`config.mk`:
```
export PLATFORM = sky130hd
export DESIGN_NAME = session_user_block
export DESIGN_NICKNAME = d
export VERILOG_FILES = /design/src/rtl/session_regs_pkg.sv /design/src/rtl/session_user_block.sv
export SDC_FILE = /design/constraint.sdc
export NUM_CORES = 1
export LEC_CHECK = 0
export BUFFER_PORTS_ARGS = -buffer_cell sky130_fd_sc_hd__buf_2
export CORE_MARGIN = 8
export CORE_UTILIZATION = 49
export CTS_CLUSTER_DIAMETER = 60
export DETAILED_ROUTE_END_ITERATION = 8
export GPL_TIMING_DRIVEN = 0
export HOLD_SLACK_MARGIN = 0.15
export MAX_ROUTING_LAYER = met4
export PLACE_DENSITY_LB_ADDON = 0.2
export SETUP_SLACK_MARGIN = 0.15
export SYNTH_ARGS = -nofsm -noshare
export SYNTH_HDL_FRONTEND = slang
export SYNTH_SLANG_ARGS = --single-unit
```
`constraint.sdc`:
```
create_clock -name clk -period 3.6 [get_ports clk]
set_input_delay 0.36 -clock clk [delete_from_list [all_inputs] [get_ports clk]]
set_output_delay 0.36 -clock clk [all_outputs]
set_load 0.005 [all_outputs]
```
`src/rtl/session_regs_pkg.sv`:
```
// Constants, field layouts and carriers for one session's user block.
// Assumes one system clock shared with the offload core FIFOs.
package session_regs_pkg;

   // -------------------------------------------------------------
   // Address map
   // -------------------------------------------------------------
   localparam int ADDR_W = 15;
   localparam int OFS_W = 13;
   localparam logic [15:0] SESSION_STRIDE = 16'h2000;
   localparam int USER_AREA_BIT = 12;
   localparam logic [OFS_W-1:0] OFS_TRANSMIT_LENGTH = 13'h1000;
   localparam logic [OFS_W-1:0] OFS_USER_COMMAND = 13'h1004;
   localparam logic [OFS_W-1:0] OFS_USER_RESET = 13'h1008;
   localparam logic [OFS_W-1:0] OFS_FIFO_STATUS = 13'h100C;
   localparam logic [OFS_W-1:0] OFS_RECEIVED_LENGTH = 13'h1010;
   localparam logic [OFS_W-1:0] OFS_CONNECTION_INTERRUPT = 13'h1020;
   localparam logic [OFS_W-1:0] OFS_MAC_VERSION = 13'h1080;

   // -------------------------------------------------------------
   // Field positions
   // -------------------------------------------------------------
   localparam int CMD_START_BIT = 0;
   localparam int CMD_VERIFY_BIT = 1;
   localparam int STS_BUSY_BIT = 0;
   localparam int STS_FAIL_BIT = 1;
   localparam int STS_CONN_BIT = 2;
   localparam int RST_USER_BIT = 0;
   localparam int RST_TIMER_BIT = 8;
   localparam int RST_LINK_BIT = 16;
   localparam int FF_LAST_LSB = 0;
   localparam int FF_LAST_W = 4;
   localparam int FF_CNT_LSB = 4;
   localparam int FF_CNT_W = 12;
   localparam int FF_FULL_BIT = 24;
   localparam int CONN_FLAG_BIT = 0;

   // -------------------------------------------------------------
   // Data layout
   // -------------------------------------------------------------
   localparam int WORD_W = 32;
   localparam int LANES = 4;
   localparam int LANE_SEL_W = 2;
   localparam logic [WORD_W-1:0] WORD_ZERO = 32'h0000_0000;
   localparam logic [WORD_W-1:0] WORD_ONE = 32'h0000_0001;

   typedef enum logic [1:0] {
      TX_IDLE = 2'b01,
      TX_RUN = 2'b10
   } tx_state_t;

   typedef struct packed {
      logic [ADDR_W-1:0] addr;
      logic wr_en;
      logic [WORD_W-1:0] wr_data;
      logic rd_req;
   } reg_req_t;

   typedef struct packed {
      logic [FF_LAST_W-1:0] rx_fifo_last_read_count;
      logic [FF_CNT_W-1:0] rx_fifo_read_count;
      logic tx_fifo_full;
      logic rx_fifo_empty;
   } fifo_flags_t;

endpackage

```
`src/rtl/session_user_block.sv`:
```
// One session's user block: registers, pattern generator, pattern verifier.
// Assumes the offload core FIFOs and the register port share clk.
//
// Notes on behaviour
// - FIFO status: last-read count [3:0], read count [15:4], tx full [24].
// - Received length counts rx units; cleared whenever user command is written.
// - Any edge on connection-active sets the connection interrupt flag, bit 0.
// - Writing one to bit 0 clears it; live connection level reads at command bit 2.
// - MAC version register is read-only, returning the MAC core's version.
// - Four sessions repeat this map at 0x2000 strides; user area at +0x1000.
// - Writing zero to command bit 0 starts the generator: transmit-run rises.
// - While running, tx write enable is the inverse of tx FIFO full.
// - Tx data is incrementing 32-bit values from the transmitted-word counter.
// - Transmit-run drops after the unit written while the counter equals configured size minus one.
// - With verify enabled each rx word is compared; otherwise data is drained.
// - Any mismatch while verifying sets the verification-fail flag.
// - Rx read enable is the inverse of rx FIFO empty.
// - Rx read data is valid for comparison one clock after read enable.
// - The received-word counter advances on read enable delayed one clock.
// - Expected pattern comes from the received-word counter, aligned with data.
// - Register reads answer after one cycle; read-valid is read request ANDed with session hit, flopped.
module session_user_block
   import session_regs_pkg::*;
#(
   parameter logic [1:0] SESSION_ID = 2'h0,
   parameter int CNT_W = 32
) (
   input wire logic clk,
   input wire logic nrst,
   input wire reg_req_t reg_req,
   output logic [WORD_W-1:0] reg_rd_data,
   output logic register_read_valid,
   input wire fifo_flags_t fifo_flags,
   output logic tx_fifo_write_enable,
   output logic [LANES*WORD_W-1:0] tx_fifo_write_data,
   output logic rx_fifo_read_enable,
   input wire logic [LANES*WORD_W-1:0] rx_fifo_read_data,
   input wire logic connection_active,
   input wire logic timer_int,
   input wire logic link_up,
   input wire logic [WORD_W-1:0] mac_core_version
);

   // ----------------------------------------------------------------
   // Address decode
   // ----------------------------------------------------------------
   logic [ADDR_W-1:0] session_base;
   logic session_hit;
   logic user_hit;
   logic [OFS_W-1:0] ofs;
   logic wr_cmd;
   logic wr_len;
   logic wr_rst;
   logic wr_conn;

   assign session_base = ADDR_W'(SESSION_STRIDE * SESSION_ID);
   assign session_hit = (reg_req.addr[ADDR_W-1:OFS_W] == session_base[ADDR_W-1:OFS_W]);
   assign ofs = reg_req.addr[OFS_W-1:0];
   assign user_hit = session_hit && ofs[USER_AREA_BIT];
   assign wr_cmd = user_hit && reg_req.wr_en && (ofs == OFS_USER_COMMAND);
   assign wr_len = user_hit && reg_req.wr_en && (ofs == OFS_TRANSMIT_LENGTH);
   assign wr_rst = user_hit && reg_req.wr_en && (ofs == OFS_USER_RESET);
   assign wr_conn = user_hit && reg_req.wr_en && (ofs == OFS_CONNECTION_INTERRUPT);

   // ----------------------------------------------------------------
   // Control registers
   // ----------------------------------------------------------------
   logic user_rst;
   logic [CNT_W-1:0] configured_transmit_size;
   logic verify_enable;
   logic timer_flag;

   // Self-clearing pulse, so software never has to write it back
   always_ff @(posedge clk) begin
      if (!nrst) begin
         user_rst <= 1'b0;
      end else begin
         user_rst <= wr_rst && reg_req.wr_data[RST_USER_BIT];
      end
   end

   always_ff @(posedge clk) begin
      if (!nrst) begin
         configured_transmit_size <= '0;
         verify_enable <= 1'b0;
      end else begin
         if (wr_len) begin
            configured_transmit_size <= CNT_W'(reg_req.wr_data);
         end
         if (wr_cmd) begin
            verify_enable <= reg_req.wr_data[CMD_VERIFY_BIT];
         end
      end
   end

   // Set wins over clear so a tick in the clearing cycle survives
   always_ff @(posedge clk) begin
      if (!nrst) begin
         timer_flag <= 1'b0;
      end else if (timer_int) begin
         timer_flag <= 1'b1;
      end else if (wr_rst && reg_req.wr_data[RST_TIMER_BIT]) begin
         timer_flag <= 1'b0;
      end
   end

   // ----------------------------------------------------------------
   // Connection edge interrupt
   // ----------------------------------------------------------------
   logic conn_q;
   logic conn_flag;
   logic conn_edge;

   assign conn_edge = connection_active ^ conn_q;

   always_ff @(posedge clk) begin
      if (!nrst) begin
         conn_q <= 1'b0;
         conn_flag <= 1'b0;
      end else begin
         conn_q <= connection_active;
         if (conn_edge) begin
            conn_flag <= 1'b1;
         end else if (wr_conn && reg_req.wr_data[CONN_FLAG_BIT]) begin
            conn_flag <= 1'b0;
         end
      end
   end

   // ----------------------------------------------------------------
   // Pattern generator
   // ----------------------------------------------------------------
   tx_state_t tx_state;
   logic [CNT_W-1:0] transmitted_word_counter;
   logic transmit_run_enable;
   logic tx_write;
   logic tx_last;

   assign transmit_run_enable = (tx_state == TX_RUN);
   assign tx_write = transmit_run_enable && !fifo_flags.tx_fifo_full;
   assign tx_last = (transmitted_word_counter == configured_transmit_size - CNT_W'(1));
   // Combinational on purpose: a flopped enable would overrun a full FIFO
   assign tx_fifo_write_enable = tx_write;

   always_ff @(posedge clk) begin
      if (!nrst || user_rst) begin
         tx_state <= TX_IDLE;
      end else begin
         case (tx_state)
            TX_IDLE: begin
               if (wr_cmd && !reg_req.wr_data[CMD_START_BIT]) begin
                  tx_state <= TX_RUN;
               end
            end
            TX_RUN: begin
               if (tx_write && tx_last) begin
                  tx_state <= TX_IDLE;
               end
            end
            default: tx_state <= TX_IDLE;
         endcase
      end
   end

   always_ff @(posedge clk) begin
      if (!nrst || user_rst) begin
         transmitted_word_counter <= '0;
      end else if (tx_state == TX_IDLE && wr_cmd && !reg_req.wr_data[CMD_START_BIT]) begin
         transmitted_word_counter <= '0;
      end else if (tx_write) begin
         transmitted_word_counter <= transmitted_word_counter + CNT_W'(1);
      end
   end

   // ----------------------------------------------------------------
   // Pattern verifier
   // ----------------------------------------------------------------
   logic rx_read_enable_delayed;
   logic [CNT_W-1:0] received_word_counter;
   logic [LANES*WORD_W-1:0] expected_pattern;
   logic verification_fail;
   logic mismatch;

   // Empty FIFO never sees a read; the core accepts reads at full rate
   assign rx_fifo_read_enable = !fifo_flags.rx_fifo_empty;

   // Each 128-bit unit carries four consecutive 32-bit values
   for (genvar i = 0; i < LANES; i++) begin : g_lane
      assign tx_fifo_write_data[i*WORD_W +: WORD_W] =
         {transmitted_word_counter[WORD_W-LANE_SEL_W-1:0], LANE_SEL_W'(i)};
      assign expected_pattern[i*WORD_W +: WORD_W] =
         {received_word_counter[WORD_W-LANE_SEL_W-1:0], LANE_SEL_W'(i)};
   end

   assign mismatch = rx_read_enable_delayed && (rx_fifo_read_data != expected_pattern);

   always_ff @(posedge clk) begin
      if (!nrst) begin
         rx_read_enable_delayed <= 1'b0;
      end else begin
         rx_read_enable_delayed <= rx_fifo_read_enable;
      end
   end

   // Counter clear on a command write may drop a unit arriving that cycle
   always_ff @(posedge clk) begin
      if (!nrst || user_rst || wr_cmd) begin
         received_word_counter <= '0;
      end else if (rx_read_enable_delayed) begin
         received_word_counter <= received_word_counter + CNT_W'(1);
      end
   end

   always_ff @(posedge clk) begin
      if (!nrst || user_rst) begin
         verification_fail <= 1'b0;
      end else if (verify_enable && mismatch) begin
         verification_fail <= 1'b1;
      end
   end

   // ----------------------------------------------------------------
   // Register read
   // ----------------------------------------------------------------
   logic [WORD_W-1:0] next_rd_data;

   always_comb begin
      next_rd_data = WORD_ZERO;
      if (!user_hit) begin
         next_rd_data = WORD_ZERO;
      end else if (ofs == OFS_TRANSMIT_LENGTH) begin
         next_rd_data = WORD_W'(transmitted_word_counter);
      end else if (ofs == OFS_USER_COMMAND) begin
         next_rd_data[STS_BUSY_BIT] = transmit_run_enable;
         next_rd_data[STS_FAIL_BIT] = verification_fail;
         next_rd_data[STS_CONN_BIT] = connection_active;
      end else if (ofs == OFS_USER_RESET) begin
         next_rd_data[RST_TIMER_BIT] = timer_flag;
         next_rd_data[RST_LINK_BIT] = link_up;
      end else if (ofs == OFS_FIFO_STATUS) begin
         next_rd_data[FF_LAST_LSB +: FF_LAST_W] = fifo_flags.rx_fifo_last_read_count;
         next_rd_data[FF_CNT_LSB +: FF_CNT_W] = fifo_flags.rx_fifo_read_count;
         next_rd_data[FF_FULL_BIT] = fifo_flags.tx_fifo_full;
      end else if (ofs == OFS_RECEIVED_LENGTH) begin
         next_rd_data = WORD_W'(received_word_counter);
      end else if (ofs == OFS_CONNECTION_INTERRUPT) begin
         next_rd_data[CONN_FLAG_BIT] = conn_flag;
      end else if (ofs == OFS_MAC_VERSION) begin
         next_rd_data = mac_core_version;
      end else begin
         next_rd_data = WORD_ZERO;
      end
   end

   always_ff @(posedge clk) begin
      if (!nrst) begin
         reg_rd_data <= WORD_ZERO;
         register_read_valid <= 1'b0;
      end else begin
         reg_rd_data <= next_rd_data;
         register_read_valid <= reg_req.rd_req && session_hit;
      end
   end
endmodule

```
Word level (Yosys, flattened, before mapping)
Cells that the tools add are included.
- register bits: 138
- latch bits: 0
- RAM bits: 0
- bits in read-only memories: 0
- input port bits: 232
- logic and storage cells: 89
- memories: 0
- add/subtract/negate cells: 3
- multipliers: 0
- div/mod/pow operators: 0
- order comparisons: 0
- equality and inequality tests: 13
- shift operators: 0
- mux-type cells: 30
- bitwise operators: 1
- reductions and logical operators: 29
- operator list (operator ; number):
    two-way mux 32 bit ; 10
    inequality test 128 bit ; 1
    == test 13 bit (second input constant) ; 7
    adder 32 x 1 -> 32 bit (second input constant) ; 2
    == test 32 bit ; 1
    subtractor 32 x 1 -> 32 bit (second input constant) ; 1
    two-way mux 31 bit ; 1
    two-way mux 29 bit ; 1
    logical AND 1 bit ; 17
    two-way mux 16 bit ; 1
    two-way mux 8 bit ; 2
    two-way mux 15 bit ; 1
    two-way mux 7 bit ; 2
    two-way mux 1 bit ; 8
    zero test 1 bit ; 4
    two-way mux 2 bit ; 2
    case mux 2 bit (2 select lines) ; 1
    AND reduction 2 bit ; 2
    nonzero test 2 bit ; 2
    two-way mux 3 bit ; 1
    == test 2 x 1 -> 1 bit (second input constant) ; 1
    == test 2 bit (second input constant) ; 1
    zero test 2 bit ; 1
    logical OR 1 bit ; 2
    4 further kinds ; 4

Depth between registers and ports, before layout
- word-level depth: 15
- mapped depth: 10

Least setup slack after synthesis
OpenSTA, ideal clock, no wires.
- path kind: reg-to-reg
- start: register configured_transmit_size[0]
- end: register tx_state[1]
- setup time: 0.115 ns
- data arrival time: 2.505 ns
- data required time: 3.485 ns
- path slack: 0.980 ns
- stages on the path, launching flop included: 11
- period minus slack after synthesis: 2.620 ns
- cells stage by stage: dfxtp_1 -> inv_1 -> ha_1 -> or4b_1 -> buf_2 -> or4_4 -> a211o_1 -> o31a_2 -> a2111oi_4 -> nand4_1 -> o21a_1
- word-level cells in the longest chain between the ends: 5
- ends and longest elaborated chain (element ; RTL line ; source):
    start, declared ; session_user_block.sv:69 ; logic [CNT_W-1:0] configured_transmit_size;
    start signal, assigned ; session_user_block.sv:88 ; configured_transmit_size <= CNT_W'(reg_req.wr_data);
    subtractor 32 x 1 -> 32 bit ; session_user_block.sv:141 ; assign tx_last = (transmitted_word_counter == configured_transmit_size - CNT_W'(1));
    == test 32 bit ; session_user_block.sv:141 ;
    logical AND 1 bit ; session_user_block.sv:156 ; if (tx_write && tx_last) begin
    inequality test 2 x 1 -> 1 bit (no line) ; n/a ;
    AND reduction 2 bit (no line) ; n/a ;
    end signal, assigned ; session_user_block.sv:147 ; tx_state <= TX_IDLE;
    end signal, assigned ; session_user_block.sv:157 ; tx_state <= TX_IDLE;
    end signal, assigned ; session_user_block.sv:160 ; default: tx_state <= TX_IDLE;
    end, declared ; session_user_block.sv:133 ; tx_state_t tx_state;
Every way passes these cells.
A chain may end at the register's enable or synchronous reset.

Worst setup path after layout
- start: register received_word_counter[5]
- end: register received_word_counter[27]
- word-level cells in the longest chain between the ends: 1
- ends and longest elaborated chain (element ; RTL line ; source):
    start, declared ; session_user_block.sv:179 ; logic [CNT_W-1:0] received_word_counter;
    start signal, assigned ; session_user_block.sv:210 ; received_word_counter <= received_word_counter + CNT_W'(1);
    adder 32 x 1 -> 32 bit ; session_user_block.sv:210 ;
Every way passes these cells.

==> run metrics <==
Max Clock Skew=11.0 ps; RSZ-0062 raised after global routing=no; CTS buffer count=17; nets@finish=1791; FILL cells=1690; initial antenna violation count=4; core area=0.0180 mm²; dominant synthesized flop cell=dfxtp_1; first-pass GRT wire length=51.0 mm; Vias=9659; most common cell after layout, fill and taps aside=buf_2; flip-flop and latch area=0.00276 mm²; number of flops mapped to enable cells by yosys=0; #FFs+latches synth=138; Detailed Route Iter0 Violations=796; largest net degree at the start of global routing=17; post-synthesis sequential area ratio=30.6%; vias per cell=5.36; Mapped Area=0.00903 mm²; final wirelength=34.9 mm; # clock sinks=138; share of cells above drive strength 1=35.6%; CTS clk-pin slew, worst paths=60 ps; Die X=152 µm; hold crit path type=in2reg; DP HPWL=28.2 mm; f_max=0.341 GHz; CP Capture Type=flip-flop; Power, Total=3.48 mW; Worst Setup Start Kind=flip-flop; FFs w/ async S/R, synth=0%; final setup vio count=0; final core utilization=65.8%; fin crit share=81.5%; Worst Path Arrival=3230 ps; Syn-to-layout area delta=31.3%; Max Slew Vio Count=0; hold_ws=172 ps; Avg Inst Size Synth=7.90 µm²; CTS tree=built; vias in the first global route=9186; min cycle time layout=2930 ps; I/O pin cnt=395; Setup Crit Path Kind=reg2reg; post-DR wirelength/cell=19.4 µm; outcome=finished clean; H-tree depth=4; grt total ovfl=0; Max clock buf depth=2; Max Cap Viol=0; power density over the cells=294 mW/mm²; Tot GR Track Use=29.5%; remaining antenna violation count=0; routability cong.=0.999; Slew @ Worst Pin=733 ps; footprint of the multi-input gates=0.00498 mm²; worst-path fanout max=9; Detailed Routing Iterations Pass 1=8; leak pwr=5.61 nW; port bufs=386; Worst Path Required=3900 ps; Slew HR=50.8%; final hold vios=0; die area=0.0230 mm²; DRC Markers=0; Sum Neg Setup Slack=0 ps; Cells after Synth=1144; Core Rows=49; most frequent cells in the layout=buf_2 (389), dfxtp_1 (138), buf_4 (128), nor2_1 (117), nand2_1 (113); maximum vdd ir drop=0.338 mV; Ys Warns=0; worst-skew pair later-pin latency=430 ps; Netlist cell types=63; initial core utilization=50.1%; root buf cell=clkbuf_16; Die Span Y=152 µm
-- area by class of cell --
cell class	instances	share of cell area, %
repair buffers	387	16.4
clock buffers	21	3.97
multi-input cells	794	42.0
diodes	4	0.0844
flip-flops and latches	138	23.3
plain buffers	203	10.6
clock inverters	11	0.802
well taps	229	2.42
inverters	15	0.475
-- synthesized netlist by cell type, types with 12 or more instances --
| cell | n | area, µm² |
|---|---|---|
| nand4_1 | 30 | 188 |
| buf_4 | 128 | 961 |
| a21oi_1 | 26 | 130 |
| or4_1 | 12 | 90.1 |
| o22ai_1 | 13 | 81.3 |
| and3_1 | 38 | 238 |
| nor2_1 | 117 | 439 |
| dfxtp_1 | 138 | 2760 |
| a21boi_0 | 34 | 255 |
| a222oi_1 | 28 | 280 |
| xor2_1 | 87 | 762 |
| nand2_1 | 113 | 424 |
| nand3_1 | 41 | 205 |
| nor4_1 | 24 | 150 |
| inv_1 | 15 | 56.3 |
| xnor2_1 | 60 | 526 |
| clkbuf_1 | 63 | 236 |
| nor3_1 | 41 | 205 |
-- state kept, by name, summed over array words and instances (netlist names) --
register	count
configured_transmit_size	32
received_word_counter	32
reg_rd_data	32
transmitted_word_counter	32
tx_state	2
conn_flag	1
conn_q	1
register_read_valid	1
rx_read_enable_delayed	1
timer_flag	1
user_rst	1
verification_fail	1
verify_enable	1
-- cells by family (layout without fill, tap and decap cells) --
kind of cell / after synthesis / after routing / synth area share (%)
simple gates: 476 / 476 / 26.5
buf+inv: 218 / 637 / 14.6
compound gates: 154 / 154 / 12.9
xor+xnor: 147 / 147 / 14.3
flops: 138 / 138 / 30.6
mux: 6 / 6 / 0.665
fa+ha+maj: 3 / 3 / 0.415
other cells: 2 / 12 / 0.0831
-- per-stage QoR --
stage / setup WS [ps] / cell area (µm²) / std cells
5_1_grt: 468 / 11900 / 1801
2_1_floorplan: 980 / 9060 / 1150
4_1_cts: 687 / 11900 / 1798
3_3_place_gp: 578 / 11300 / 1765
3_5_place_dp: 566 / 11300 / 1765
6_report: 666 / 11900 / 1802
-- per-layer routing --
metal	GRT usage, %	up-vias	part of all wire, %
met5	-	-	0
met4	11.8	0	2.8
met3	5.32	61	7.7
met2	51.9	435	52
met1	32.5	4439	38
li1	-	4724	-
-- power breakdown --
group	internal, mW	switching, mW
sequential	1.53	0.00572
combinational	0.136	0.121
clock	1.00	0.686
-- what timing repair did --
item | CTS | global route
hold buffers | 1 | 0
setup endpoints to repair | 0 | 0
hold endpoints to repair | 1 | 0
gates resized for setup | 0 | 0
buffers inserted | 0 | 0
-- final timing paths --
kind                                               start                   endpoint  slack [ps]  cells after the start
worst max register to register  received_word_counter[5]  received_word_counter[27]         670                      8
worst min register to register             verify_enable              verify_enable         490                      2
worst max-delay path            received_word_counter[5]  received_word_counter[27]         670                      8
worst min-delay path                          reg_req[0]        register_read_valid         170                      2
-- worst max-delay path, stage by stage, from the launching register on --
cell and delay (ps):
dfxtp_1 300, clkbuf_1 500, nand4_1 270, or4_1 670, nor3_1 380, and4_1 330
nand4_1 130, xor2_1 180, nor2_1 50
No activity file was read; power rests on OpenSTA's default activity.
